<file path="config.mk">
export PLATFORM = sky130hd
export DESIGN_NAME = tai_audio_rx
export DESIGN_NICKNAME = d
export VERILOG_FILES = /design/src/hdl/tai_pkg.sv /design/src/hdl/tai_pin_sync.sv /design/src/hdl/tai_audio_rx.sv
export SDC_FILE = /design/constraint.sdc
export NUM_CORES = 1
export LEC_CHECK = 0
export ABC_AREA = 1
export BUFFER_PORTS_ARGS = -buffer_cell sky130_fd_sc_hd__buf_2
export CORE_AREA = 2 2 128 192
export DETAILED_ROUTE_END_ITERATION = 7
export DIE_AREA = 0 0 130 194
export PLACE_DENSITY = 0.7
export SLEW_MARGIN = 20
export SYNTH_ARGS = -nofsm -noshare
export SYNTH_HDL_FRONTEND = slang
export SYNTH_SLANG_ARGS = --single-unit
</file>
<file path="constraint.sdc">
create_clock -name ref_clk -period 5.26 [get_ports ref_clk]
set_input_delay 0.526 -clock ref_clk [delete_from_list [all_inputs] [get_ports ref_clk]]
set_output_delay 0.526 -clock ref_clk [all_outputs]
set_load 0.02 [all_outputs]
</file>
<file path="src/hdl/tai_pkg.sv">
// Shared constants, types and helpers of the serial audio input block
package tai_pkg;
	localparam int ADDR_W = 12;
	localparam int DATA_W = 32;
	localparam int SAMPLE_W = 24;
	localparam int SHIFT_W = 2 * SAMPLE_W;
	localparam int CNT_W = 7;
	localparam int CTRL_W = 6;
	// Register indices; byte address is four times the index
	localparam logic [ADDR_W-1:0] CTRL_INDEX = 12'h01b;
	localparam logic [ADDR_W-1:0] LEFT_INDEX = 12'h01c;
	localparam logic [ADDR_W-1:0] RIGHT_INDEX = 12'h01d;
	localparam logic [ADDR_W-1:0] CTRL_ADDR = ADDR_W'(CTRL_INDEX << 2);
	localparam logic [ADDR_W-1:0] LEFT_ADDR = ADDR_W'(LEFT_INDEX << 2);
	localparam logic [ADDR_W-1:0] RIGHT_ADDR = ADDR_W'(RIGHT_INDEX << 2);
	// Control field layout
	localparam int FMT_LSB = 0;
	localparam int WL_LSB = 2;
	localparam int BCP_BIT = 4;
	localparam int LRP_BIT = 5;
	localparam logic [CTRL_W-1:0] CTRL_RESET = 6'h06;
	typedef enum logic [1:0]
	{
		FMT_RJ = 2'h0,
		FMT_LJ = 2'h1,
		FMT_I2S = 2'h2,
		FMT_DSP = 2'h3
	} tai_fmt_t;
	localparam logic [CNT_W-1:0] WL_BITS_16 = 7'h10;
	localparam logic [CNT_W-1:0] WL_BITS_20 = 7'h14;
	localparam logic [CNT_W-1:0] WL_BITS_24 = 7'h18;
	localparam logic [CNT_W-1:0] CNT_MAX = 7'h7f;
	localparam logic [CNT_W-1:0] RJ_SPAN = 7'h3f;
	localparam logic [CNT_W-1:0] ONE_BIT = 7'h01;
	localparam int SYNC_W = 3;

	typedef struct packed
	{
		logic psel;
		logic penable;
		logic pwrite;
		logic [ADDR_W-1:0] paddr;
		logic [DATA_W-1:0] pwdata;
	} tai_apb_req_t;

	typedef struct packed
	{
		logic [DATA_W-1:0] prdata;
		logic pready;
		logic pslverr;
	} tai_apb_rsp_t;

	typedef struct packed
	{
		logic bclk;
		logic lrclk;
		logic data;
	} tai_pins_t;

	typedef struct packed
	{
		logic [SAMPLE_W-1:0] left;
		logic [SAMPLE_W-1:0] right;
	} tai_sample_t;

	function automatic logic [CNT_W-1:0] wlBits(input logic [1:0] code);
		unique case (code)
			2'h3, 2'h2: return WL_BITS_24;
			2'h1: return WL_BITS_20;
			default: return WL_BITS_16;
		endcase
	endfunction

	function automatic logic [SAMPLE_W-1:0] lowBits(input logic [SHIFT_W-1:0] v,
		input logic [CNT_W-1:0] n);
		logic [SHIFT_W-1:0] m;
		m = ~({SHIFT_W{1'b1}} << n);
		return SAMPLE_W'(v & m);
	endfunction
endpackage

</file>
<file path="src/hdl/tai_pin_sync.sv">
// Two-stage synchroniser for the serial audio pins
`timescale 1ns/1ns
module tai_pin_sync #(
	parameter int WIDTH = 3
) (
	input wire logic ref_clk,
	input wire logic rstn,
	input wire logic ce,
	input wire logic [WIDTH-1:0] pinIn,
	output logic [WIDTH-1:0] pinSync
);
	typedef struct packed
	{
		logic [WIDTH-1:0] stage1;
		logic [WIDTH-1:0] stage2;
	} tai_sync_state_t;

	tai_sync_state_t st_reg;
	tai_sync_state_t st_next;

	always_comb
	begin
		st_next = st_reg;
		st_next.stage1 = pinIn;
		st_next.stage2 = st_reg.stage1;
	end

	always_ff @(posedge ref_clk or negedge rstn)
	begin
		if (!rstn)
			st_reg <= '0;
		else if (ce)
			st_reg <= st_next;
	end

	assign pinSync = st_reg.stage2;
endmodule

</file>
<file path="src/hdl/tai_audio_rx.sv">
// Serial audio input port with APB-programmed frame format control
//
// Local design decision: the APB interface to the registers.
`timescale 1ns/1ns
//Contract
//[RULE1] Format field: 11 DSP, 10 I2S, 01 left justified, 00 right; reset I2S.
//[RULE2] Word length field: 11/10 give 24 bits, 01 20, 00 16; reset 20.
//[RULE3] Bit 4 set inverts the serial bit clock, master or slave.
//[RULE4] Bit 5 set inverts frame clock polarity in justified and I2S formats.
//[RULE5] In DSP format bit 5 picks variant A (0) or B (1), no inversion.
module tai_audio_rx
	import tai_pkg::*;
(
	input wire logic ref_clk,
	input wire logic rstn,
	input wire logic ce,
	input wire tai_pkg::tai_apb_req_t apbReq,
	output tai_pkg::tai_apb_rsp_t apbRsp,
	input wire tai_pkg::tai_pins_t pinIn,
	output tai_pkg::tai_sample_t sampleOut,
	output logic sampleValid
);
	import tai_pkg::*;

	typedef struct packed
	{
		logic [CTRL_W-1:0] ctrl;
		logic bclkPrev;
		logic lrPrev;
		logic [CNT_W-1:0] bitCount;
		logic [SHIFT_W-1:0] shifter;
		logic [SAMPLE_W-1:0] leftHold;
		tai_sample_t sample;
		logic sampleValid;
		logic [DATA_W-1:0] prdata;
		logic slvErr;
	} tai_state_t;

	tai_state_t st_reg;
	tai_state_t st_next;
	tai_pins_t pinSync;

	// ****************************
	// Pin synchronisers
	// ****************************
	tai_pin_sync #(
		.WIDTH(SYNC_W)
	) pinSyncInst (
		.ref_clk(ref_clk),
		.rstn(rstn),
		.ce(ce),
		.pinIn(pinIn),
		.pinSync(pinSync)
	);

	// ****************************
	// Next-state logic
	// ****************************
	always_comb
	begin
		tai_fmt_t fmt;
		logic isDsp;
		logic effBclk;
		logic effLr;
		logic restart;
		logic capture;
		logic [CNT_W-1:0] wl;
		logic [CNT_W-1:0] first;
		logic [CNT_W-1:0] span;
		logic [CNT_W-1:0] idx;
		logic [SHIFT_W-1:0] base;
		logic [SAMPLE_W-1:0] done;
		fmt = tai_fmt_t'(st_reg.ctrl[FMT_LSB +: 2]); // RULE1
		isDsp = (fmt == FMT_DSP);
		wl = wlBits(st_reg.ctrl[WL_LSB +: 2]); // RULE2
		effBclk = pinSync.bclk ^ st_reg.ctrl[BCP_BIT]; // RULE3
		effLr = pinSync.lrclk ^ (st_reg.ctrl[LRP_BIT] & ~isDsp); // RULE4
		first = '0;
		span = wl;
		restart = 1'b0;
		capture = 1'b0;
		idx = '0;
		base = '0;
		done = '0;
		st_next = st_reg;
		st_next.sampleValid = 1'b0;
		st_next.bclkPrev = effBclk;

		unique case (fmt)
			FMT_DSP:
			begin
				// Variant B: data starts on the frame pulse edge
				first = st_reg.ctrl[LRP_BIT] ? '0 : ONE_BIT; // RULE5
				span = CNT_W'(wl << 1);
			end
			FMT_I2S:
				first = ONE_BIT;
			FMT_RJ:
				span = RJ_SPAN;
			FMT_LJ:
				span = wl;
		endcase

		// Bit clock rising edge in the selected sense
		if (effBclk && !st_reg.bclkPrev)
		begin
			st_next.lrPrev = effLr;
			restart = isDsp ? (effLr && !st_reg.lrPrev) : (effLr != st_reg.lrPrev);
			idx = restart ? '0 : st_reg.bitCount;
			base = restart ? '0 : st_reg.shifter;
			capture = (idx >= first) && (idx < CNT_W'(first + span));
			st_next.shifter = capture ? {base[SHIFT_W-2:0], pinSync.data} : base;
			st_next.bitCount = (idx == CNT_MAX) ? idx : CNT_W'(idx + ONE_BIT);
			if (isDsp)
			begin
				// Left then right packed back to back after the pulse
				if (capture && idx == CNT_W'(first + span - ONE_BIT)) // RULE5
				begin
					st_next.sample.left = lowBits(st_next.shifter >> wl, wl);
					st_next.sample.right = lowBits(st_next.shifter, wl);
					st_next.sampleValid = 1'b1;
				end
			end
			else if (restart)
			begin
				// Previous half-frame closes on the frame clock change
				done = lowBits(st_reg.shifter, wl); // RULE2
				if ((fmt == FMT_I2S) ? !st_reg.lrPrev : st_reg.lrPrev) // RULE4
					st_next.leftHold = done;
				else
				begin
					st_next.sample.left = st_reg.leftHold;
					st_next.sample.right = done;
					st_next.sampleValid = 1'b1;
				end
			end
		end

		// APB setup phase prepares the read answer
		if (apbReq.psel && !apbReq.penable)
		begin
			st_next.slvErr = 1'b0;
			unique case (apbReq.paddr)
				CTRL_ADDR:
					st_next.prdata = DATA_W'(st_reg.ctrl);
				LEFT_ADDR:
					st_next.prdata = DATA_W'(st_reg.sample.left);
				RIGHT_ADDR:
					st_next.prdata = DATA_W'(st_reg.sample.right);
				default:
				begin
					st_next.prdata = '0;
					st_next.slvErr = 1'b1;
				end
			endcase
		end

		// Write lands at the access edge
		if (apbReq.psel && apbReq.penable && apbReq.pwrite && apbReq.paddr == CTRL_ADDR)
			st_next.ctrl = apbReq.pwdata[CTRL_W-1:0]; // RULE1
	end

	// ****************************
	// State register
	// ****************************
	always_ff @(posedge ref_clk or negedge rstn)
	begin
		if (!rstn)
		begin
			st_reg <= '0;
			st_reg.ctrl <= CTRL_RESET; // RULE1
		end
		else if (ce)
			st_reg <= st_next;
	end

	// ****************************
	// Outputs
	// ****************************
	assign apbRsp.prdata = st_reg.prdata;
	assign apbRsp.pready = 1'b1;
	assign apbRsp.pslverr = st_reg.slvErr && apbReq.psel && apbReq.penable;
	assign sampleOut = st_reg.sample;
	assign sampleValid = st_reg.sampleValid;
endmodule

</file>
==> Word level (Yosys, flattened, before mapping) <==
Cells that the tools add are included.
{ "op_classes": {"n_mux": 17, "add_sub_neg": 3, "magnitude_cmp": 2, "reduce_logical": 22, "n_bitwise": 8, "eq_ne": 13, "n_shift": 2} }
{ "ops": {"columns": ["op", "count"], "rows": [
  ["49-bit 2-to-1 mux", 4],
  ["48-bit 2-to-1 mux", 2],
  ["24-bit AND", 3],
  ["24-bit one-hot mux with 3 select lines", 1],
  ["48-bit by 5-bit left shift with 24-bit output, first input constant", 1],
  ["48-bit by 5-bit right shift with 24-bit output", 1],
  ["12-bit by 7-bit == test with 1-bit output, second input constant", 3],
  ["24-bit NOT", 1],
  ["7-bit 2-to-1 mux", 2],
  ["7-bit one-hot mux with 2 select lines", 1],
  ["1-bit logical AND", 10],
  ["5-bit AND reduction", 2],
  ["2-bit == test, second input constant", 4],
  ["4-bit one-hot mux with 2 select lines", 1],
  ["7-bit by 1-bit adder with 7-bit output, second input constant", 1],
  ["7-bit adder", 1],
  ["7-bit == test", 1],
  ["7-bit == test, second input constant", 1],
  ["7-bit greater-or-equal comparator", 1],
  ["7-bit less-than comparator", 1],
  ["7-bit by 1-bit subtractor with 7-bit output, second input constant", 1],
  ["2-bit AND reduction", 3],
  ["1-bit 2-to-1 mux", 5],
  ["1-bit logical NOT", 3],
  ["12 further kinds", 13]
]} }
{ "totals": {"input_bits": 53, "regBits": 175} }

==> Depth between registers and ports, before layout <==
Gate-level depths: netlist of run 1.
{ "logic_depth": {"ltp_word": 15, "depth_mapped": 28, "ltp_nobuf": 26} }

==> Hierarchy <==
From an unflattened synthesis of run 1, not the netlist that was laid out.
{ "unflattened": {"cells_unflattened": 1449, "hier_area_um2": 10214.8} }
{ "by_module_without_submodules": {"columns": ["module", "seq_area_each_um2", "instances", "cells_each", "area_each_um2"], "rows": [
  ["tai_audio_rx", 4031.4, 1, 1424, 9993.3],
  ["tai_pin_sync", 150.1, 1, 25, 221.5]
]} }

==> Worst setup path before layout of run 1 <==
OpenSTA, ideal clock, no wires.
{ "synth_path": {"path_type": "flip-flop to flip-flop", "start": "reg st_reg[164] (netlist name)", "end": "reg st_reg, in the netlist sampleOut[30]", "setup_time_ns": 0.119, "arrival_ns": 3.626, "setup_slack_ns": 1.515, "synth_period_minus_slack_ns": 3.745, "path_stages_with_launch": 28, "path_cell_list": "dfstp_2 ha_1 buf_6 inv_4 nand2_1 xor2_1 inv_1 ha_1 inv_1 nand2_2 nand2_2 clkbuf_1 nor2_1 inv_1 ha_1 nor2_1 nand3_1 nor2_2 nor2_8 nand2_4 buf_2 nand2_1 o21ai_1 nand2_1 nand3_1 nor2_1 nor2_1 nor2_1"} }
{ "synth_between": {"elab_chain_len": 14, "elab_cells_between_ends": 30} }
{ "synth_rtl": {"columns": ["item", "line", "source"], "rows": [
  ["start: declaration", "tai_audio_rx.sv:39", "tai_state_t st_reg;"],
  ["start signal: assignment", "tai_audio_rx.sv:174", "st_reg <= st_next;"],
  ["parallel branches: the longest is 14 deep, another holds 7-bit adder", null, null]
]} }
Several ways; the timed one is not identified. The select of a mux whose other input is x is not followed.
A chain may end at the register's enable or synchronous reset.

==> Final worst setup path of run 1 <==
{ "layout_path": {"start": "reg st_reg[164] (netlist name)", "end": "reg st_reg, in the netlist sampleOut[23]"} }
{ "layout_between": {"elab_chain_len": 13, "elab_cells_between_ends": 29} }
{ "layout_rtl": {"columns": ["item"], "rows": [
  ["parallel branches: the longest is 13 deep, another holds 7-bit adder"]
]} }
Several ways; the timed one is not identified. The select of a mux whose other input is x is not followed.

==> results of run 1 <==
layout make-up:
class                           instances  area (um^2)
Sequential cell                       167         4180
Tap cell                              319          399
Clock buffer                           21          450
Timing Repair Buffer                  115          619
Fill cell                            2330        12600
Clock inverter                         11          220
Multi-Input combinational cell        981         4610
Inverter                              121          462
power breakdown:
group	switching (mW)	total, mW	internal (mW)
combinational	0.980	1.42	0.440
clock	0.523	1.43	0.905
sequential	0.214	1.83	1.62
synth_stat cells, drive strengths merged:
master  count  area, um^2
nand2     525        2040
inv       120         458
mux2        6        67.6
a21oi      17        85.1
nand4      28         181
nor3        5        25.0
a22o       23         201
dfstp       2        52.6
xnor2       1        8.76
conb        2        7.51
nand3      99         508
xor2        6        52.6
buf       113         815
and2        6        37.5
nand3b      2        15.0
o211ai      3        22.5
a21o        1        7.51
nor4        4        25.0
ha         13         163
clkinv      1        3.75
or2         3        18.8
nor2       97         398
o22ai       2        12.5
clkbuf     37         139
dfrtp     165        4130
o21ai     125         633
o221ai      6        52.6
kinds of logic (layout without fill, tap and decap cells):
kind of cell	Yosys count	in the layout	share of synthesized area [%]
compound gates	177	177	9.99
xor+xnor	7	7	0.604
fa+ha+maj	13	13	1.60
buf+inv	271	268	13.9
flops	167	167	41.2
mux	6	6	0.665
other cells	2	9	0.0740
simple gates	769	769	31.9
worst paths after layout:
| kind | from | end | slack (ns) | cells past startpoint |
|---|---|---|---|---|
| hold / removal | rstn | st_reg[163]$_DFFE_PN0P_ | 0.04 | 1 |
| setup / recovery | st_reg[164]$_DFFE_PN1P_ | sampleOut[23]$_DFFE_PN0P_ | 0.45 | 24 |
| setup reg to reg | st_reg[164]$_DFFE_PN1P_ | sampleOut[23]$_DFFE_PN0P_ | 0.45 | 24 |
| max in group asynchronous | rstn | apbRsp[16]$_DFFE_PN0P_ | 4.07 | 2 |
| min in group ref_clk | pinIn[1] | pinSyncInst.st_next[1]$_DFFE_PN0P_ | 0.29 | 3 |
| hold reg to reg | sampleValid$_DFFE_PN0P_ | sampleValid$_DFFE_PN0P_ | 0.48 | 2 |
placed cells by master, fill, tap and decap left out, types with 23 or more instances in the layout:
| master | synthesis | layout |
|---|---|---|
| nor2_1 | 93 | 91 |
| o21ai_0 | 99 | 99 |
| dfrtp_1 | 165 | 165 |
| nand3_1 | 98 | 98 |
| buf_2 | 15 | 99 |
| o21ai_1 | 24 | 24 |
| a22o_1 | 23 | 23 |
| nand4_1 | 27 | 27 |
| inv_1 | 114 | 114 |
| nand2_1 | 511 | 511 |
metal layers:
metal | share of wire (%) | vias to the layer above
met3 | 4.2 | 54
li1 | - | 4394
met2 | 51 | 266
met4 | 3.6 | 0
met5 | 0 | -
met1 | 41 | 4144
per-stage QoR:
stage | utilization, % | setup WS, ns | power (mW)
floorplan | - | 1.51 | 3.00
global placement | 43.5 | 0.562 | 3.23
detailed placement | 43.6 | 0.495 | 3.27
CTS | 46.4 | 0.473 | 4.71
global route | 46.4 | 0.0291 | 4.99
finish | 46.4 | 0.453 | 4.68
==> key figures, run 1 <==
Timing
  – Crit path time final: 4.81 ns
  – Setup TNS: 0 ns
  – Clock Skew: 0.0115 ns
  – Setup violators final: 0
  – Worst-margin pin slew: 0.905 ns
  – F_max: 208 MHz
  – RSZ-0062 raised after global routing: false
  – Fin. Hold Viols: 0
  – Period utilization: 91.4%
  – Slew Limit Fails: 0
  – Relative slew slack: 39.5%
  – Worst hold slack: 0.0444 ns

Floorplanning
  – Initial Util: 43.1%
  – Rows: 69
  – Num ports: 136
  – Die height: 194 um
  – Core ar.: 23,600 um^2
  – Die area: 25,200 um^2
  – Die X: 130 um

Synthesis
  – FF+latch count, synth: 167
  – Syn Inst Count: 1,412
  – Mapped Avg Cell Area: 7.19 um^2
  – Synthesis Warnings: 0
  – Post-synthesis sequential area ratio: 41.2%
  – Synth cell types: 44
  – Cell Area, Synth: 10,200 um^2

Critical path
  – CP bufs+invs: 4
  – CP endpoint kind: flop
  – Cell Chain, Critical Path: ha_1, inv_4, nand2_1, xor2_1, inv_1, ha_1, inv_1, nand2_2, nand2_2, nor2_1, ha_1, a21oi_1, o21ai_0, nand2_1, nand3_1, nand2_2, nand4_2, nor2_4, nand2_4, nand2_4, nand2_4, inv_6, o21ai_1, nand2_1
  – CP max stage cell: dfstp_2
  – Worst path max stage delay: 0.57 ns
  – Required @ worst endpoint: 5.64 ns
  – Crit-path max FO: 42
  – CP delay by family, top: simple AND/OR/NAND/NOR gates
  – Crit path DAT: 5.19 ns
  – CP Launch Type: flop
  – Setup CP Type: reg2reg

Clocking
  – Num CTS Buffers: 17
  – Post_cts resized: 0
  – H-tree Lvls: 4
  – CTS tree: done
  – Clock insertion delay at the later pin of the skew report: 0.44 ns
  – Clock transition at path regs: 0.07 ns
  – Post-CTS Hold Buffers: 0
  – Longest Clk Path Bufs: 2
  – Clock Sinks: 167
  – Number of post-CTS setup repair buffers: 0
  – Root Buffer Master: clkbuf_16

Final layout
  – Post-route cell area: 10,900 um^2
  – Nets: 1,469
  – Largest register FFs: 88
  – Diodes inserted: 0
  – Area grow syn2layout: 7.73%
  – Layout Cells excl Fill: 1,735
  – Share of cells above drive strength 1: 13.1%

Global routing
  – Initial antenna violation count: 0
  – GRT Util Overall: 20.7%
  – Largest net degree at the start of global routing: 61
  – Met3 usage: 2.87%
  – Met2 Usage GRT: 36.5%
  – Vias in the first global route: 8,443
  – First-pass GRT wire length: 41,800 um
  – GR Overflow Total: 0
  – Grt met1 use: 24.6%
  – Busiest grt layer: met2

Routing
  – # DRC: 0
  – 1st-pass router iterations: 5
  – Vias per cell: 5.11
  – Vias: 8,858
  – Drt wl/cell: 14.5 um
  – Antenna Violating Nets Remaining: 0
  – Initial DRC Count: 750
  – Total wire length: 25,200 um

Power and ir drop
  – Leak: 5.53 nW
  – Worst vdd ir: 0.209 mV
  – PD cells: 428 nW/um^2

Placed design
  – Placed Area: 10,300 um^2
  – Detailed Place HPWL: 17,700 um
  – GP Congestion: 0.882
  – Placed Instances: 1,703
  – Count of input and output buffers: 100

Outcome
  – Outcome: completed

Min path
  – Min-delay worst type: in2async

Job
  – Max cap viols: 0
No activity file was read; power rests on OpenSTA's default activity.
==> run 2, diff against run 1 <==
==> constraint.sdc (replaced) <==
create_clock -name ref_clk -period 5.26 [get_ports ref_clk]
set_input_delay 0 -clock ref_clk [delete_from_list [all_inputs] [get_ports ref_clk]]
set_output_delay 0 -clock ref_clk [all_outputs]
set_load 0.02 [all_outputs]
==> run 2 against run 1 <==
  * Clock power is 4% lower
  * Clock-buffer cell count is 2 lower
  * Non-clock buffer count is 16 higher
  * Clock skew is 0.0014 ns lower
  * Utilization is 0.57 points higher
  * Critical path depth stayed put
  * Register-to-register slack better by 0.07 ns
  * Global-route usage hardly changed
  * Critical endpoint unchanged
==> key figures, run 2 (same netlist as run 1, synthesis figures left out) <==
Outcome
  – Outcome: completed (unchanged)

Critical path
  – CP delay by family, top: simple AND/OR/NAND/NOR gates (unchanged)
  – Required @ worst endpoint: 5.63 ns (was 5.64 ns)
  – FF-to-FF setup slack: 0.53 ns (was 0.45 ns)
  – Cell Chain, Critical Path: ha_1, inv_4, nand2_1, xor2_1, inv_1, ha_1, inv_1, nand2_2, nand2_2, nor2_1, ha_1, a21oi_1, o21ai_0, nand2_1, nand3_1, nand2_2, nand4_2, nor2_4, nand2_4, nand2_4, nand2_4, inv_6, o21ai_1, nand2_1 (unchanged)
  – RR Startpoint: st_reg[164]$_DFFE_PN1P_ (unchanged)
  – CP max stage cell: dfstp_2 (unchanged)
  – CP endpoint kind: flop (unchanged)
  – Crit path DAT: 5.10 ns (was 5.19 ns)
  – CP bufs+invs: 4 (unchanged)
  – Setup CP Type: reg2reg (unchanged)
  – Worst path max stage delay: 0.58 ns (was 0.57 ns)
  – Crit-path max FO: 42 (unchanged)
  – Worst setup path startpoint: st_reg[164]$_DFFE_PN1P_ (unchanged)
  – CP Launch Type: flop (unchanged)

Global routing
  – Initial antenna violation count: 0 (unchanged)
  – Largest net degree at the start of global routing: 83 (was 61)
  – GRT Util Overall: 20.7% (about the same)
  – Vias in the first global route: 8,445 (was 8,443)
  – GR Overflow Total: 0 (unchanged)
  – First-pass GRT wire length: 41,900 um (was 41,800 um)

Routing
  – 1st-pass router iterations: 5 (unchanged)
  – Initial DRC Count: 640 (was 750)
  – Vias: 8,919 (was 8,858)
  – # DRC: 0 (unchanged)
  – Drt wl/cell: 14.5 um (about the same)
  – Total wire length: 25,400 um (was 25,200 um)
  – Vias per cell: 5.09 (was 5.11)
  – Antenna Violating Nets Remaining: 0 (unchanged)

Placed design
  – Placed Area: 10,300 um^2 (unchanged)
  – Count of input and output buffers: 100 (unchanged)
  – GP Congestion: 0.876 (was 0.882)
  – Detailed Place HPWL: 17,600 um (was 17,700 um)

Power and ir drop
  – Worst vdd ir: 0.214 mV (was 0.209 mV)
  – Leak: 5.58 nW (was 5.53 nW)
  – PD cells: 418 nW/um^2 (was 428 nW/um^2)
  – Power, Total: 4.63 mW (was 4.68 mW)

Clocking
  – Longest Clk Path Bufs: 2 (unchanged)
  – Post-CTS Hold Buffers: 16 (was 0)
  – Clock insertion delay at the later pin of the skew report: 0.43 ns (was 0.44 ns)
  – Num CTS Buffers: 17 (unchanged)
  – Root Buffer Master: clkbuf_16 (unchanged)
  – Clock transition at path regs: 0.07 ns (about the same)
  – CTS tree: done (unchanged)
  – Number of post-CTS setup repair buffers: 0 (unchanged)
  – Clock Sinks: 167 (unchanged)
  – Post_cts resized: 0 (unchanged)
  – H-tree Lvls: 4 (unchanged)

Min path
  – HP Start: apbReq[42]
  – Min-delay worst type: in2reg (was in2async)

Floorplanning
  – Die X: 130 um (unchanged)
  – Initial Util: 43.1% (unchanged)
  – Rows: 69 (unchanged)
  – Die area: 25,200 um^2 (unchanged)
  – Core ar.: 23,600 um^2 (unchanged)
  – Die height: 194 um (unchanged)
  – Num ports: 136 (unchanged)

Final layout
  – Share of cells above drive strength 1: 13.2% (was 13.1%)
  – Commonest non-fill, non-tap cell in the layout: nand2_1 (unchanged)
  – Diodes inserted: 0 (unchanged)
  – Post-route cell area: 11,100 um^2 (was 10,900 um^2)
  – Nets: 1,485 (was 1,469)
  – Commonest non-fill, non-tap cells in the layout: nand2_1, dfrtp_1, inv_1 (unchanged)
  – Final core occ: 47.0% (was 46.4%)
  – Largest register FFs: 88 (unchanged)
  – # fillers: 2,272 (was 2,330)
  – Area grow syn2layout: 9.06% (was 7.73%)

Timing
  – Worst-margin pin slew: 0.919 ns (was 0.905 ns)
  – Fin. Hold Viols: 0 (unchanged)
  – Clock Skew: 0.0101 ns (was 0.0115 ns)
  – Crit path time final: 4.73 ns (was 4.81 ns)
  – Setup violators final: 0 (unchanged)
  – RSZ-0062 raised after global routing: false (unchanged)
  – Relative slew slack: 38.5% (was 39.5%)
  – Slew Limit Fails: 0 (unchanged)
  – Worst hold slack: 0.00973 ns (was 0.0444 ns)
  – F_max: 211 MHz (was 208 MHz)
  – Period utilization: 90.0% (was 91.4%)
  – Setup TNS: 0 ns (unchanged)

Job
  – Max cap viols: 0 (unchanged)
## run 2: cell count changes in the layout (fill, tap and decap cells not counted), sizes merged
cell / before / now
bufinv: 6 / 4
inv: 121 / 123
clkinv: 2 / 3
dlygate4sd3: 0 / 16
clkbuf: 21 / 19
clkinvlp: 3 / 4
## run 2: metrics by stage
stage          setup WS (ns)  std cells
2_1_floorplan           1.51       1419
3_3_place_gp           0.588       1703
3_5_place_dp           0.534       1703
4_1_cts                0.498       1751
5_1_grt               0.0537       1751
6_report               0.527       1751
## run 2: path summary, 6_finish.rpt
| path | endpoint | cells after the start |
|---|---|---|
| max reg2reg | sampleOut[23]$_DFFE_PN0P_ | 24 |
| max | sampleOut[23]$_DFFE_PN0P_ | 24 |
| max in group asynchronous | sampleOut[34]$_DFFE_PN0P_ | 3 |
| min | apbRsp[6]$_DFFE_PN0P_ | 6 |
| min in group asynchronous | st_reg[163]$_DFFE_PN0P_ | 2 |
| min reg2reg | st_reg[148]$_DFFE_PN0P_ | 2 |
## run 2: area by class of cell
cell class	count	area, um^2	share of cell area (%)
Clock inverter	13	193	1.74
Inverter	121	462	4.17
Tap cell	319	399	3.60
Sequential cell	167	4180	37.8
Multi-Input combinational cell	981	4610	41.6
Clock buffer	19	453	4.09
Timing Repair Buffer	131	779	7.04
## run 2: metal layers
layer | vias to the layer above | wire length, um | GRT usage, % | part of all wire (%)
met5 | - | 0 | 0 | 0
met4 | 0 | 838 | 8.56 | 3.3
met3 | 51 | 1130 | 2.54 | 4.4
met2 | 267 | 13100 | 36.6 | 51
met1 | 4174 | 10400 | 25.1 | 41
li1 | 4427 | - | - | -
## run 2: worst reg2reg max path: cells and delay by family, from the launching register on
family,cells,cell delay (ns)
AOI/OAI and AO/OA,3,0.42
xor gates and xnor gates,1,0.15
adders and majority gates,3,0.82
buffers and inverters,4,0.56
DFF,1,0.58
and+or+nand+nor,13,2.14
## run 2: power breakdown
part / leakage [nW] / total, mW / internal [mW] / switching, mW
combinational: 3.04 / 1.43 / 0.449 / 0.979
sequential: 2.23 / 1.84 / 1.62 / 0.220
clock: 0.304 / 1.37 / 0.826 / 0.540
==> run 3, diff against run 2 <==
CELL_PAD_IN_SITES_DETAIL_PLACEMENT = 1   (was not set)
CELL_PAD_IN_SITES_GLOBAL_PLACEMENT = 2   (was not set)
CORE_AREA = 2 2 141 211   (was 2 2 128 192)
DIE_AREA = 0 0 143 213   (was 0 0 130 194)
PLACE_DENSITY = 0.93   (was 0.7)
clock period = 6.1 ns   (was 5.26 ns; I/O delays follow)
==> run 3 against run 2 <==
  * First-iteration DRC count decreased by 17%
  * Critical path type unchanged
  * Non-clock buffer count is 5 higher
  * Sequential power is 14% lower
  * Hold slack gained 0.076 ns
  * Clock-buffer cell count increased by 3
  * Fmax is 5.4% lower
  * Die area rose by 21%
  * Utilization shrank 8.1 points
==> key figures, run 3 (same netlist as run 1, synthesis figures left out) <==
Critical path
  – CP endpoint kind: flop (unchanged)
  – Worst-case reg-to-reg path depth: 26 (was 24)
  – Setup CP Type: reg2reg (unchanged)
  – CP delay by family, top: simple AND/OR/NAND/NOR gates (unchanged)
  – Worst path max stage delay: 0.60 ns (was 0.58 ns)
  – CP Launch Type: flop (unchanged)
  – FF-to-FF setup slack: 1.09 ns (was 0.53 ns)
  – Crit-path most repeated cell: nand2_1
  – CP max stage cell: dfstp_2 (unchanged)
  – CP bufs+invs: 7 (was 4)
  – Crit path DAT: 5.39 ns (was 5.10 ns)
  – RR Endpoint: sampleOut[19]$_DFFE_PN0P_ (was sampleOut[23]$_DFFE_PN0P_)
  – RR Startpoint: st_reg[164]$_DFFE_PN1P_ (unchanged)
  – Crit-path max FO: 33 (was 42)
  – Required @ worst endpoint: 6.48 ns (was 5.63 ns)

Routing
  – Vias per cell: 4.98 (was 5.09)
  – Initial DRC Count: 534 (was 640)
  – 1st-pass router iterations: 5 (unchanged)
  – Antenna Violating Nets Remaining: 0 (unchanged)
  – # DRC: 0 (unchanged)
  – Vias: 9,097 (was 8,919)
  – Drt wl/cell: 16.5 um (was 14.5 um)
  – Total wire length: 30,200 um (was 25,400 um)

Final layout
  – Final core occ: 38.9% (was 47.0%)
  – Multi-input logic area: 4600 um^2 (was 4610 um^2)
  – # fillers: 3,597 (was 2,272)
  – Commonest non-fill, non-tap cell in the layout: nand2_1 (unchanged)
  – Nets: 1,490 (was 1,485)
  – Area grow syn2layout: 9.65% (was 9.06%)
  – Reg area: 4180 um^2 (unchanged)
  – Commonest non-fill, non-tap cells in the layout: nand2_1, dfrtp_1, inv_1 (unchanged)
  – Diodes inserted: 0 (unchanged)
  – Largest register FFs: 88 (unchanged)
  – Post-route cell area: 11,100 um^2 (about the same)
  – Share of cells above drive strength 1: 13.1% (was 13.2%)

Timing
  – Slew Limit Fails: 0 (unchanged)
  – Worst setup margin: 1.09 ns (was 0.527 ns)
  – F_max: 200 MHz (was 211 MHz)
  – Worst hold slack: 0.0857 ns (was 0.00973 ns)
  – Worst-margin pin slew: 1.00 ns (was 0.919 ns)
  – Period utilization: 82.1% (was 90.0%)
  – Relative slew slack: 33.2% (was 38.5%)
  – Clock Skew: 0.00852 ns (was 0.0101 ns)
  – Crit path time final: 5.01 ns (was 4.73 ns)
  – Setup TNS: 0 ns (unchanged)
  – Setup violators final: 0 (unchanged)
  – Fin. Hold Viols: 0 (unchanged)
  – RSZ-0062 raised after global routing: false (unchanged)

Floorplanning
  – Die height: 213 um (was 194 um)
  – Initial Util: 35.5% (was 43.1%)
  – Rows: 76 (was 69)
  – Die area: 30,500 um^2 (was 25,200 um^2)
  – Core ar.: 28,600 um^2 (was 23,600 um^2)
  – Die X: 143 um (was 130 um)
  – Num ports: 136 (unchanged)

Clocking
  – Root Buffer Master: clkbuf_16 (unchanged)
  – Clock transition at path regs: 0.06 ns (was 0.07 ns)
  – Clock insertion delay at the later pin of the skew report: 0.45 ns (was 0.43 ns)
  – Longest Clk Path Bufs: 2 (unchanged)
  – Num CTS Buffers: 17 (unchanged)
  – CTS tree: done (unchanged)
  – Clock Sinks: 167 (unchanged)
  – H-tree Lvls: 4 (unchanged)

Global routing
  – Initial antenna violation count: 0 (unchanged)
  – GR Overflow Total: 0 (unchanged)
  – First-pass GRT wire length: 49,700 um (was 41,900 um)
  – GRT Util Overall: 20.8% (was 20.7%)
  – Vias in the first global route: 9,553 (was 8,445)
  – Largest net degree at the start of global routing: 99 (was 83)

Min path
  – Min-delay worst type: in2reg (unchanged)
  – Worst hold stages: 5 (was 6)
  – HP Start: apbReq[35] (was apbReq[42])
  – Hold Path End: st_reg[0]$_DFFE_PN0P_ (was apbRsp[6]$_DFFE_PN0P_)

Placed design
  – GP Congestion: 0.846 (was 0.876)
  – Count of input and output buffers: 100 (unchanged)
  – Placed Area: 10,400 um^2 (was 10,300 um^2)
  – Place WS: 1.09 ns (was 0.534 ns)
  – Detailed Place HPWL: 20,600 um (was 17,600 um)

Outcome
  – Outcome: completed (unchanged)

Power and ir drop
  – Leak: 5.59 nW (was 5.58 nW)
  – PD cells: 354 nW/um^2 (was 418 nW/um^2)
  – Worst vdd ir: 0.137 mV (was 0.214 mV)

Job
  – Max cap viols: 0 (unchanged)
==> run 3: cell count changes in the layout (fill, tap and decap cells not counted), moves of 2 or more <==
| cell | before | now |
|---|---|---|
| bufinv_16 | 4 | 2 |
| clkinvlp_4 | 4 | 2 |
| clkinv_2 | 1 | 5 |
| clkbuf_1 | 0 | 2 |
| dlygate4sd3_1 | 16 | 20 |
| inv_6 | 3 | 1 |
==> run 3: worst max-delay path by stage <==
stage	startpoint	endpoint	slack (ns)	depth (start not counted)
global route	st_reg[164]$_DFFE_PN1P_	sampleOut[18]$_DFFE_PN0P_	0.62	26
global placement	st_reg[164]$_DFFE_PN1P_	sampleOut[28]$_DFFE_PN0P_	1.25	26
CTS	st_reg[164]$_DFFE_PN1P_	sampleOut[19]$_DFFE_PN0P_	1.03	26
finish	st_reg[164]$_DFFE_PN1P_	sampleOut[19]$_DFFE_PN0P_	1.09	26
detailed placement	st_reg[164]$_DFFE_PN1P_	sampleOut[18]$_DFFE_PN0P_	1.09	26
floorplan	st_reg[164]$_DFFE_PN1P_	sampleOut[30]$_DFFE_PN0P_	2.35	27
==> run 3: metrics by stage <==
stage	instances	power (mW)
global route	1826	4.24
global placement	1775	2.82
floorplan	1419	2.59
finish	1826	3.94
CTS	1826	3.99
detailed placement	1775	2.87
==> run 3: area by class of cell <==
cell class | instances | share of cell area [%]
multi-input cells | 981 | 41.3
flip-flops and latches | 167 | 37.6
repair buffers | 136 | 7.43
well taps | 390 | 4.38
clock buffers | 22 | 4.26
inverters | 121 | 4.15
clock inverters | 9 | 0.899
==> run 3: repair_timing <==
action	4_1_cts	5_1_grt
hold buffers	20	0
gates resized for setup	0	0
hold endpoints to repair	110	0
setup buffers	0	0
==> run 3: worst reg2reg max path, delay by kind of cell (launching register included) <==
family / cells / cell delay, ns
buffers and inverters: 7 / 1.02
AOI/OAI and AO/OA: 1 / 0.26
and+or+nand+nor: 14 / 2.03
xor gates and xnor gates: 1 / 0.16
adders and majority gates: 3 / 0.87
DFF: 1 / 0.60
==> run 3: power breakdown <==
part | leakage, nW | internal, mW | switching, mW
sequential | 2.23 | 1.40 | 0.190
clock | 0.282 | 0.629 | 0.456
combinational | 3.07 | 0.387 | 0.885
==> run 3: layer usage <==
layer	global-route usage (%)	up-vias	part of all wire [%]
li1	-	4430	-
met4	6.96	0	2.3
met2	38.9	144	53
met5	0	-	0
met1	23.9	4480	42
met3	3.05	43	2.5
